File: src/hdl/audio_serial_regs.vh
`ifndef AUDIO_SERIAL_REGS_VH
`define AUDIO_SERIAL_REGS_VH
// ==========================================
// register addresses (external data space)
`define AS_ADDR_CONFIG    16'hdf40
`define AS_ADDR_CONFIG1   16'hdf41
`define AS_ADDR_LOW       16'hdf42
`define AS_ADDR_HIGH      16'hdf43
`define AS_ADDR_WCOUNT    16'hdf44
`define AS_ADDR_STATE     16'hdf45
`define AS_ADDR_SCK_HALF  16'hdf46
`define AS_ADDR_LAST      16'hdf48
// ==========================================
// config field positions
`define AS_CFG_TX_IRQ_EN  7
`define AS_CFG_RX_IRQ_EN  6
`define AS_CFG_EXPAND     5
`define AS_CFG_COMPRESS   4
`define AS_CFG_TX_MONO    3
`define AS_CFG_RX_MONO    2
`define AS_CFG_MASTER     1
`define AS_CFG_ENABLE     0
// ==========================================
// reset values: 16-bit stereo, 44.1 kHz
`define AS_RST_CONFIG     8'h00
`define AS_RST_CONFIG1    8'h78
`define AS_RST_SCK_HALF   8'h09
`define AS_WORD_BITS      5'h10
`define AS_LAST_BIT       4'hf
// ==========================================
// mu-law constants
`define AS_MU_BIAS        16'h0084
`define AS_MU_CLIP        16'h7f7b
`endif
File: src/hdl/audio_serial_mulaw.v
`timescale 1ns/1ps
// Behaviour
// - enabled with expand set: high-byte writes expand to 16-bit samples for transmit.
// - enabled with compress set: received samples compress to 8 bits into high byte.
// - disabled, expand only: high-byte write yields expanded sample one cycle later.
// - disabled, compress only: 16-bit written sample yields compressed byte one cycle later.
// - registers sit in external data space from 0xdf40 to 0xdf48.
// - reset values describe 16-bit stereo at 44.1 kHz.
// - interface enable is clear after reset.
// - config bit 5 selects expansion.
// - config bit 4 selects compression.
// - config bit 3 set: each transmit sample sent in the left channel only; the right channel carries zeros.
// - config bit 2 set: receiver drops right-channel words.
// - config bit 1 clear: slave on pin clocks; set: device drives clock and select.
// - config bit 0 enables serial interface; clear gives stand-alone converter.
// - high-byte write clears transmit request; high-byte read clears receive request.
`include "audio_serial_regs.vh"
module audio_serial_mulaw (
  input  wire        ref_clk_i,
  input  wire        rst_i,
  input  wire [15:0] addr_i,
  input  wire        wr_en_i,
  input  wire        rd_en_i,
  input  wire [7:0]  wdata_i,
  output reg  [7:0]  rdata_o,
  input  wire        sck_i,
  output wire        sck_o,
  output wire        sck_oe_n_o,
  input  wire        ws_i,
  output wire        ws_o,
  output wire        ws_oe_n_o,
  input  wire        rx_sd_i,
  output reg         tx_sd_o
);

  // ==========================================
  // mu-law helpers
  function [7:0] mu_compress;
    input [15:0] s;
    reg [15:0] mag;
    reg [2:0]  ex;
    reg [3:0]  man;
    integer    i;
    begin
      mag = s[15] ? (~s + 16'h0001) : s;
      if (mag > `AS_MU_CLIP) mag = `AS_MU_CLIP;
      mag = mag + `AS_MU_BIAS;
      ex = 3'h0;
      for (i = 0; i < 8; i = i + 1) begin
        if (mag[i+7]) ex = i[2:0];
      end
      man = mag[ex+3 +: 4];
      mu_compress = ~{s[15], ex, man};
    end
  endfunction

  function [15:0] mu_expand;
    input [7:0] c;
    reg [7:0]  u;
    reg [15:0] t;
    begin
      u = ~c;
      t = ({8'h00, 1'b0, u[3:0], 3'h0} + `AS_MU_BIAS) << u[6:4];
      mu_expand = u[7] ? (`AS_MU_BIAS - t) : (t - `AS_MU_BIAS);
    end
  endfunction

  function is_addr;
    input [15:0] a;
    input [15:0] ref_a;
    begin
      is_addr = (a == ref_a);
    end
  endfunction

  // ==========================================
  // registers
  reg  [7:0]  config_r;
  reg  [7:0]  config1;
  reg  [7:0]  sck_half;
  reg  [7:0]  data_lo;
  reg  [7:0]  data_hi;
  reg  [7:0]  wr_lo;
  reg         lo_written;
  reg  [15:0] tx_buf;
  reg         tx_full;
  reg         tx_req;
  reg         rx_req;
  reg         rx_lr;
  reg         tx_lr;
  reg         conv_pend;
  reg  [7:0]  conv_byte;

  wire enab     = config_r[`AS_CFG_ENABLE];
  wire master   = config_r[`AS_CFG_MASTER];
  wire expand   = config_r[`AS_CFG_EXPAND];
  wire compress = config_r[`AS_CFG_COMPRESS];
  wire wr_hi    = wr_en_i & is_addr(addr_i, `AS_ADDR_HIGH);
  wire wr_lo_s  = wr_en_i & is_addr(addr_i, `AS_ADDR_LOW);
  wire rd_hi    = rd_en_i & is_addr(addr_i, `AS_ADDR_HIGH);
  wire [15:0] wr_sample = {wdata_i, lo_written ? wr_lo : 8'h00};

  // ==========================================
  // pin synchronisers and clock selection
  reg  [1:0] sck_sync;
  reg  [1:0] ws_sync;
  reg  [1:0] sd_sync;
  reg        m_sck;
  reg        m_ws;
  reg  [7:0] div_cnt;
  reg  [3:0] m_bits;
  reg        sck_prev;
  reg        ws_prev;
  reg  [4:0] rx_cnt;
  reg  [15:0] rx_shift;
  reg  [15:0] tx_shift;

  wire sck_now  = master ? m_sck : sck_sync[1];
  wire ws_now   = master ? m_ws  : ws_sync[1];
  wire sck_rise = enab & sck_now & ~sck_prev;
  wire sck_fall = enab & ~sck_now & sck_prev;
  wire ws_edge  = sck_rise & (ws_now != ws_prev);
  wire [15:0] rx_word = (rx_cnt < `AS_WORD_BITS) ? {rx_shift[14:0], sd_sync[1]} : rx_shift;
  wire rx_keep  = ~(config_r[`AS_CFG_RX_MONO] & ws_prev);
  wire tx_fetch = ws_edge & (~ws_now | ~config_r[`AS_CFG_TX_MONO]);

  assign sck_o      = m_sck;
  assign ws_o       = m_ws;
  assign sck_oe_n_o = ~(enab & master);
  assign ws_oe_n_o  = ~(enab & master);

  always @(posedge ref_clk_i) begin
    sck_sync <= {sck_sync[0], sck_i};
    ws_sync  <= {ws_sync[0], ws_i};
    sd_sync  <= {sd_sync[0], rx_sd_i};
  end

  // ==========================================
  // master clock and word select generator
  // integer divider only; sample rate is clock / (64 * half period)
  always @(posedge ref_clk_i) begin
    if (rst_i || !(enab && master)) begin
      div_cnt <= 8'h00;
      m_sck   <= 1'b0;
      m_ws    <= 1'b0;
      m_bits  <= 4'h0;
    end else if (div_cnt + 8'h01 >= sck_half) begin
      div_cnt <= 8'h00;
      m_sck   <= ~m_sck;
      if (m_sck) begin
        m_bits <= m_bits + 4'h1;
        if (m_bits == `AS_LAST_BIT) m_ws <= ~m_ws;
      end
    end else begin
      div_cnt <= div_cnt + 8'h01;
    end
  end

  // ==========================================
  // serial shifters
  always @(posedge ref_clk_i) begin
    if (rst_i || !enab) begin
      // track the pins while idle so enabling does not miss the first word edge
      sck_prev <= sck_now;
      ws_prev  <= ws_now;
      rx_cnt   <= 5'h00;
      rx_shift <= 16'h0000;
      tx_shift <= 16'h0000;
      tx_sd_o  <= 1'b0;
      tx_lr    <= 1'b0;
    end else begin
      sck_prev <= sck_now;
      if (sck_rise) begin
        ws_prev <= ws_now;
        if (ws_edge) begin
          rx_cnt   <= 5'h00;
          rx_shift <= 16'h0000;
          tx_lr    <= ws_now;
          // empty buffer sends zeros rather than stale data
          if (config_r[`AS_CFG_TX_MONO] && ws_now)
            tx_shift <= tx_shift;
          else
            tx_shift <= tx_full ? tx_buf : 16'h0000;
        end else if (rx_cnt < `AS_WORD_BITS) begin
          rx_cnt   <= rx_cnt + 5'h01;
          rx_shift <= rx_word;
        end
      end
      if (sck_fall) begin
        tx_sd_o  <= tx_shift[15];
        if (!(config_r[`AS_CFG_TX_MONO] && tx_lr))
          tx_shift <= {tx_shift[14:0], 1'b0};
      end
    end
  end

  // ==========================================
  // register file, buffers and converter
  always @(posedge ref_clk_i) begin
    if (rst_i) begin
      config_r   <= `AS_RST_CONFIG;
      config1    <= `AS_RST_CONFIG1;
      sck_half   <= `AS_RST_SCK_HALF;
      data_lo    <= 8'h00;
      data_hi    <= 8'h00;
      wr_lo      <= 8'h00;
      lo_written <= 1'b0;
      tx_buf     <= 16'h0000;
      tx_full    <= 1'b0;
      tx_req     <= 1'b0;
      rx_req     <= 1'b0;
      rx_lr      <= 1'b0;
      conv_pend  <= 1'b0;
      conv_byte  <= 8'h00;
    end else begin
      conv_pend <= 1'b0;
      if (wr_en_i && is_addr(addr_i, `AS_ADDR_CONFIG))   config_r <= wdata_i;
      if (wr_en_i && is_addr(addr_i, `AS_ADDR_CONFIG1))  config1  <= wdata_i;
      if (wr_en_i && is_addr(addr_i, `AS_ADDR_SCK_HALF)) sck_half <= wdata_i;
      if (wr_lo_s) begin
        wr_lo      <= wdata_i;
        lo_written <= 1'b1;
        if (!enab) data_lo <= wdata_i;
      end
      if (rd_hi) rx_req <= 1'b0;
      if (tx_fetch) begin
        tx_full <= 1'b0;
        tx_req  <= 1'b1;
      end
      if (wr_hi) begin
        lo_written <= 1'b0;
        // a fetch in the same cycle sets the request again: set wins
        if (!tx_fetch) tx_req <= 1'b0;
        tx_full    <= enab;
        tx_buf     <= (enab && expand) ? mu_expand(wdata_i) : wr_sample;
        if (!enab) begin
          conv_pend <= 1'b1;
          conv_byte <= wdata_i;
          data_hi   <= wdata_i;
        end
      end
      if (conv_pend) begin
        if (expand && !compress) begin
          {data_hi, data_lo} <= mu_expand(conv_byte);
        end else if (compress && !expand) begin
          data_hi <= mu_compress({conv_byte, data_lo});
        end
      end
      if (ws_edge && rx_keep) begin
        rx_req <= 1'b1;  // a word landing with the read still sets the flag
        rx_lr  <= ws_prev;
        if (compress) begin
          data_hi <= mu_compress(rx_word);
          data_lo <= 8'h00;
        end else begin
          {data_hi, data_lo} <= rx_word;
        end
      end
    end
  end

  // ==========================================
  // read port, one cycle latency
  always @(posedge ref_clk_i) begin
    if (rst_i) begin
      rdata_o <= 8'h00;
    end else if (rd_en_i) begin
      case (addr_i)
        `AS_ADDR_CONFIG:   rdata_o <= config_r;
        `AS_ADDR_CONFIG1:  rdata_o <= config1;
        `AS_ADDR_LOW:      rdata_o <= data_lo;
        `AS_ADDR_HIGH:     rdata_o <= data_hi;
        `AS_ADDR_STATE:    rdata_o <= {3'h0, tx_full, tx_lr, rx_lr, tx_req, rx_req};
        `AS_ADDR_SCK_HALF: rdata_o <= sck_half;
        default:           rdata_o <= 8'h00;
      endcase
    end
  end

endmodule

File: config.mk
export PLATFORM = sky130hd
export DESIGN_NAME = audio_serial_mulaw
export DESIGN_NICKNAME = d
export VERILOG_FILES = /design/src/hdl/audio_serial_mulaw.v
export VERILOG_INCLUDE_DIRS = /design/src /design/src/hdl
export SDC_FILE = /design/constraint.sdc
export NUM_CORES = 1
export LEC_CHECK = 0
export BUFFER_PORTS_ARGS = -buffer_cell sky130_fd_sc_hd__buf_2
export CAP_MARGIN = 15
export CORE_MARGIN = 4
export CORE_UTILIZATION = 45
export DETAILED_ROUTE_END_ITERATION = 6
export SLEW_MARGIN = 20
export SYNTH_ARGS = -nofsm -noshare
export SYNTH_HDL_FRONTEND = slang
export SYNTH_SLANG_ARGS = --single-unit
File: constraint.sdc
create_clock -name ref_clk_i -period 7 [get_ports ref_clk_i]
set_input_delay 1.05 -clock ref_clk_i [delete_from_list [all_inputs] [get_ports ref_clk_i]]
set_output_delay 1.05 -clock ref_clk_i [all_outputs]
set_load 0.02 [all_outputs]
==> results of run 1 <==
-- Yosys cell counts, types with 14 or more instances --
| cell | number |
|---|---|
| xnor2_1 | 34 |
| inv_1 | 32 |
| ha_1 | 20 |
| nand2_1 | 148 |
| nand2b_1 | 17 |
| clkbuf_1 | 98 |
| a211oi_1 | 34 |
| nor3_1 | 47 |
| nand3_1 | 66 |
| nand4_1 | 14 |
| nor2b_1 | 19 |
| o211ai_1 | 19 |
| o31ai_1 | 15 |
| a31oi_1 | 20 |
| nor2_1 | 198 |
| a21oi_1 | 107 |
| o21ai_0 | 81 |
| dfxtp_1 | 146 |
| a311oi_1 | 20 |
| mux2i_1 | 60 |
| xor2_1 | 30 |
-- worst reg2reg max path, delay by kind of cell, from the launching register on --
kind / cells / cell delay, ps
flip-flops: 1 / 630
AO/OA/AOI/OAI: 11 / 2940
buffers and inverters: 2 / 580
multiplexers: 1 / 590
XOR/XNOR: 1 / 240
AND/OR/NAND/NOR: 4 / 720
adder cells (fa/ha/maj): 1 / 360
-- worst paths after layout --
kind / start / end / cells after the start
setup / recovery: rx_cnt[4] / data_hi[2] / 20
hold / removal: sd_sync[0] / sd_sync[1] / 0
setup reg to reg: rx_cnt[4] / data_hi[2] / 20
hold reg to reg: sd_sync[0] / sd_sync[1] / 0
-- power groups by stage --
stage,combinational (uW),clock [uW],sequential [uW]
after floorplan,83.5,0,865
after global placement,119,0,865
after detailed placement,119,0,865
after CTS,120,936,847
after global routing,134,975,847
final,123,925,847
-- area by class of cell --
| class | instances | area, sq um | area share, % |
|---|---|---|---|
| repair buffers | 55 | 305 | 2.55 |
| inverters | 36 | 135 | 1.13 |
| well taps | 324 | 405 | 3.38 |
| clock buffers | 19 | 443 | 3.70 |
| clock inverters | 13 | 151 | 1.26 |
| multi-input cells | 1204 | 7590 | 63.3 |
| flip-flops and latches | 147 | 2950 | 24.6 |
-- cells by family (layout without fill, tap and decap cells) --
logic type               after synthesis  count (layout)  share of synthesized area (%)
XOR/XNOR                              64              64                           5.01
AO/OA/AOI/OAI                        436             436                           27.2
buffers and inverters                160             123                           5.87
adder cells (fa/ha/maj)               21              21                           2.33
multiplexers                          75              75                           6.92
AND/OR/NAND/NOR                      608             608                           26.3
flip-flops                           147             147                           26.4
-- cells in the final DEF (no fill, tap or decap), types with 43 or more instances in the layout --
| cell | n |
|---|---|
| dfxtp_1 | 146 |
| nor3_1 | 47 |
| a21oi_1 | 107 |
| nand3_1 | 66 |
| buf_2 | 43 |
| nor2_1 | 197 |
| o21ai_0 | 80 |
| mux2i_1 | 60 |
| nand2_1 | 148 |
-- routing by layer --
metal | vias to the layer above | part of all wire, %
li1 | 5430 | -
met1 | 5198 | 50
met2 | 355 | 42
met3 | 39 | 6.0
met4 | 0 | 1.4
met5 | - | 0
-- metrics by stage --
stage          util [%]  instance area (sq um)
6_report           49.1                  12000
5_1_grt            49.1                  12000
4_1_cts            49.1                  12000
3_5_place_dp       46.7                  11400
3_3_place_gp       46.7                  11400
2_1_floorplan         -                  11200
==> flow_summary.ini, run 1 <==
[global_routing]
gr-total-overflow = 0
antenna_found_initial = 0
met1_usage_pct = 36.3
grt_busiest_layer = met1
grt_use_met2_pct = 33.4
grt_use_met3_pct = 3.50
grt_pass1_wl_mm = 53.5
grt_usage_pct = 23.2
grt_start_max_net_pins = 49
grt_pass1_vias = 9647

[yosys]
ys_seq_area_share_pct = 26.4
yosysTopAreaCell = dfxtp_1
synth.area.top_cells = dfxtp_1 (26%), nor2_1 (6.6%), mux2i_1 (5.4%), nand2_1 (5.0%), a21oi_1 (4.8%)
synth_edf_count = 1
synth.avg_cell_area_sq_um = 7.41
synth_cell_types = 101
syn_nets = 1562
ys_ff_latch = 147
yosysWarnings = 0
async_flop_share_pct = 0
netlist.area_leader.share_pct = 26.1
syn_inst = 1511
synth.cell_area_sq_um = 11200
synth_ff_type = dfxtp_1

[job]
drv_cap = 0

[timing]
report.final.slew_viol_count = 0
max_slew.worst_pin.slew_ps = 1060
fin_ws_ps = 898
relSlewSlack_pct = 29.1
fin_worst_skew_ps = 10.5
setup-tns-final_ps = 0
fin_crit_sh_pct = 87.2
rsz0062_at_grt = no
fmax_mhz = 164
finalSetupViolations = 0
whs_ps = 328
period_minus_slack_ps = 6100
finalHoldViolCount = 0

[floorplanning]
initial_core_util_pct = 45.9
pin_count = 44
rows = 57
fp.dieW_microns = 166
die-height_microns = 166
core_area_sq_um = 24400
die_area_sq_um = 27500

[placed_design]
post-place-cells = 1766
gp_congestion = 0.899
portBuffers = 43
dpl.hpwl_mm = 24.0
pre_cts_slack_ps = 1050

[setup_path]
arrival_ps = 6450
max_stage_delay_ps = 630
crit_family = compound AO/OA/AOI/OAI gates
endpoint_kind = register
cp-start-kind = register
path_class = reg -> reg
cp.required_ps = 7350
cp_num_buf_inv = 2
critPathMaxFanout = 30
critPathSlowestCell = dfxtp_1
crit_chain = buf_4 -> mux2i_2 -> a41oi_1 -> xor2_1 -> a211oi_2 -> o2111ai_2 -> nor4_4 -> nor2_2 -> nand2_1 -> ha_1 -> inv_1 -> nor2_1 -> a21oi_1 -> o311a_1 -> a31oi_1 -> a21boi_1 -> o311ai_1 -> a311oi_1 -> o211ai_1 -> a32oi_1
rrSetupSlack_ps = 900

[clocking]
cts.repair.resized = 0
clock_latency_ps = 430
clock_sinks = 147
htree_levels = 4
cts_buffer_depth = 2
cts_tree = yes
cts_setup_buffers = 0
clk_pin_slew_ps = 60
ctsRootBufferMaster = clkbuf_16
cts_hold_buf = 0
cts_buffers = 17

[worst_hold_path]
hp-class = reg -> reg

[finish]
diodes = 0
area_delta_synth_final_pct = 7.09
n_fill_cell = 2452
drive_gt1_share_pct = 9.84
finalNonFillerCells = 1798
nets = 1512
reg_top3 = rx_shift x16, tx_buf x16, tx_shift x16

[status]
outcome = complete, no violations

[detailed_routing]
drt-pass1-iter-count = 7
drcViolationCount = 0
vias = 11000
antenna_left = 0
routed_wl_mm = 33.3
vias_per_cell = 6.13
wire_per_inst_microns = 18.5
initialDrtViolationCount = 1279

[power_and_ir_drop]
p_sw_share_pct = 24.8
p_int_uw = 1420
leakagePower_uw = 0.00426
power_density_nw_per_um2 = 158
power.total_uw = 1890
clockPowerShare_pct = 48.8
combPwrFrac_pct = 6.5
ir_drop_uv = 133
switchingPower_uw = 470
pwr-share-seq_pct = 44.7
Note: power is estimated with default switching activity, not from simulation.
==> run 2: changes to the inputs <==
--- a/config.mk
+++ b/config.mk
@@ -11,6 +11,7 @@
 export CORE_MARGIN = 4
 export CORE_UTILIZATION = 45
 export DETAILED_ROUTE_END_ITERATION = 6
+export MAX_ROUTING_LAYER = met4
 export SLEW_MARGIN = 20
 export SYNTH_ARGS = -nofsm -noshare
 export SYNTH_HDL_FRONTEND = slang
==> run 2 against run 1 <==
Sequential power about the same. Hold slack worse by 1.5 ps. Sequential share of layout area up 0.11 points. Combinational power about the same. Count of clock-buffer cells in the layout unchanged. Power down 4.2%. Highest routed layer unchanged. Largest power group is now sequential cells. Via count down 0.18%. Worst setup slack better by 39 ps.
==> flow_summary.ini, run 2 (same netlist as run 1, synthesis figures left out) <==
[clocking]
clk_pin_slew_ps = 60
cts_setup_buffers = 0
clock_latency_ps = 430
clock_sinks = 147
cts_buffer_depth = 2
htree_levels = 4
cts.repair.resized = 0
cts_tree = yes
ctsRootBufferMaster = clkbuf_16
cts_hold_buf = 0
cts_buffers = 17

[floorplanning]
rows = 57
pin_count = 44
core_area_sq_um = 24400
fp.dieW_microns = 166
initial_core_util_pct = 45.9
die_area_sq_um = 27500
die-height_microns = 166

[setup_path]
r2r_start = rx_cnt[4]
arrival_ps = 6410
cp.required_ps = 7340
rrSetupSlack_ps = 940
cp-start-kind = register
reg2reg_depth = 20
path_class = reg -> reg
endpoint_kind = register
critPathMaxFanout = 30
critPathLaunch = rx_cnt[4]
critical_path.endpoint = data_hi[2]
r2r-end = data_hi[2]

[power_and_ir_drop]
clockPowerShare_pct = 46.6
leakagePower_uw = 0.00421
p_int_uw = 1350
power_density_nw_per_um2 = 152
combPwrFrac_pct = 6.8
p_sw_share_pct = 25.6
switchingPower_uw = 465
pwr-share-seq_pct = 46.7
ir_drop_uv = 156

[finish]
diodes = 0
nets = 1511
reg_top3 = rx_shift x16, tx_buf x16, tx_shift x16
final_common_cell = nor2_1
drive_gt1_share_pct = 9.91
final-seq-area_sq_um = 2950
finalNonFillerCells = 1797
n_fill_cell = 2441
final_cell_mix = nor2_1 (196), nand2_1 (148), dfxtp_1 (146)
multi_input_area_sq_um = 7600
finish.utilization_pct = 48.9
area_delta_synth_final_pct = 6.62

[timing]
whs_ps = 327
max_slew.worst_pin.slew_ps = 1040
relSlewSlack_pct = 29.0
setup-tns-final_ps = 0
rsz0062_at_grt = no
report.final.slew_viol_count = 0
fmax_mhz = 165
finalHoldViolCount = 0
period_minus_slack_ps = 6060
finalSetupViolations = 0
fin_worst_skew_ps = 9.23
fin_crit_sh_pct = 86.6

[detailed_routing]
wire_per_inst_microns = 18.7
drcViolationCount = 0
initialDrtViolationCount = 1352
drt-pass1-iter-count = 5
antenna_left = 0
routed_wl_mm = 33.5
vias_per_cell = 6.12
vias = 11000

[global_routing]
grt_start_max_net_pins = 54
grt_usage_pct = 23.7
antenna_found_initial = 0
grt_pass1_wl_mm = 53.1
gr-total-overflow = 0
grt_pass1_vias = 9525

[placed_design]
dpl.hpwl_mm = 24.1
post-place-cells = 1765
portBuffers = 43
gp_congestion = 0.911

[worst_hold_path]
hp-class = reg -> reg

[job]
drv_cap = 0

[status]
outcome = complete, no violations
[run 2: cell types whose count changed in the layout (fill, tap and decap cells not counted), sizes merged]
cell	previous run	this run
clkinv	11	6
clkinvlp	1	6
bufinv	2	0
inv	35	37
buf	55	54
[run 2: worst min-delay path by stage]
stage,from,to,slack [ps],cells after the start
after floorplan,sck_sync[0],sck_sync[1],310,0
after global placement,sck_sync[0],sck_sync[1],310,0
after detailed placement,sd_sync[0],sd_sync[1],310,0
after CTS,sck_sync[0],sck_sync[1],330,0
after global routing,sck_sync[0],sck_sync[1],330,0
final,sck_sync[0],sck_sync[1],330,0
[run 2: metal layers]
| metal | track usage, % | share of wire (%) | up-vias |
|---|---|---|---|
| li1 | - | - | 5416 |
| met1 | 36.6 | 50 | 5184 |
| met2 | 32.5 | 43 | 374 |
| met3 | 4.34 | 6.4 | 28 |
| met4 | 3.77 | 0.94 | 0 |
| met5 | - | 0 | - |
[run 2: power groups by stage]
stage	registers, uW	logic (uW)	clock network [uW]
final	847	123	846
after global routing	846	134	900
after CTS	846	120	862
after detailed placement	865	119	0
after global placement	865	119	0
after floorplan	865	83.5	0
[run 2: critical path, cell delays in order, from the launching register on]
cell and delay [ps]:
dfxtp_1 630, buf_4 430, mux2i_2 570, a41oi_1 110, xor2_1 250, a211oi_2 400
o2111ai_2 220, nor4_4 350, nor2_2 130, nand2_1 90, ha_1 350, inv_1 140
nor2_1 150, a21oi_1 110, o311a_1 310, a31oi_1 200, a21boi_1 440, o311ai_1 380
a311oi_1 340, o211ai_1 140, a32oi_1 210
[run 2: metrics by stage]
step           total power, uW  setup slack, ps  area, sq um
4_1_cts                   1830              999        11900
2_1_floorplan              949             1370        11200
5_1_grt                   1880              398        11900
6_report                  1810              937        11900
3_3_place_gp               984             1180        11400
3_5_place_dp               984             1030        11400
[run 2: final cells by class]
class | instances | share of cell area, %
Inverter | 36 | 1.13
Clock inverter | 13 | 0.839
Timing Repair Buffer | 54 | 2.50
Clock buffer | 19 | 3.71
Tap cell | 324 | 3.40
Multi-Input combinational cell | 1204 | 63.7
Sequential cell | 147 | 24.7
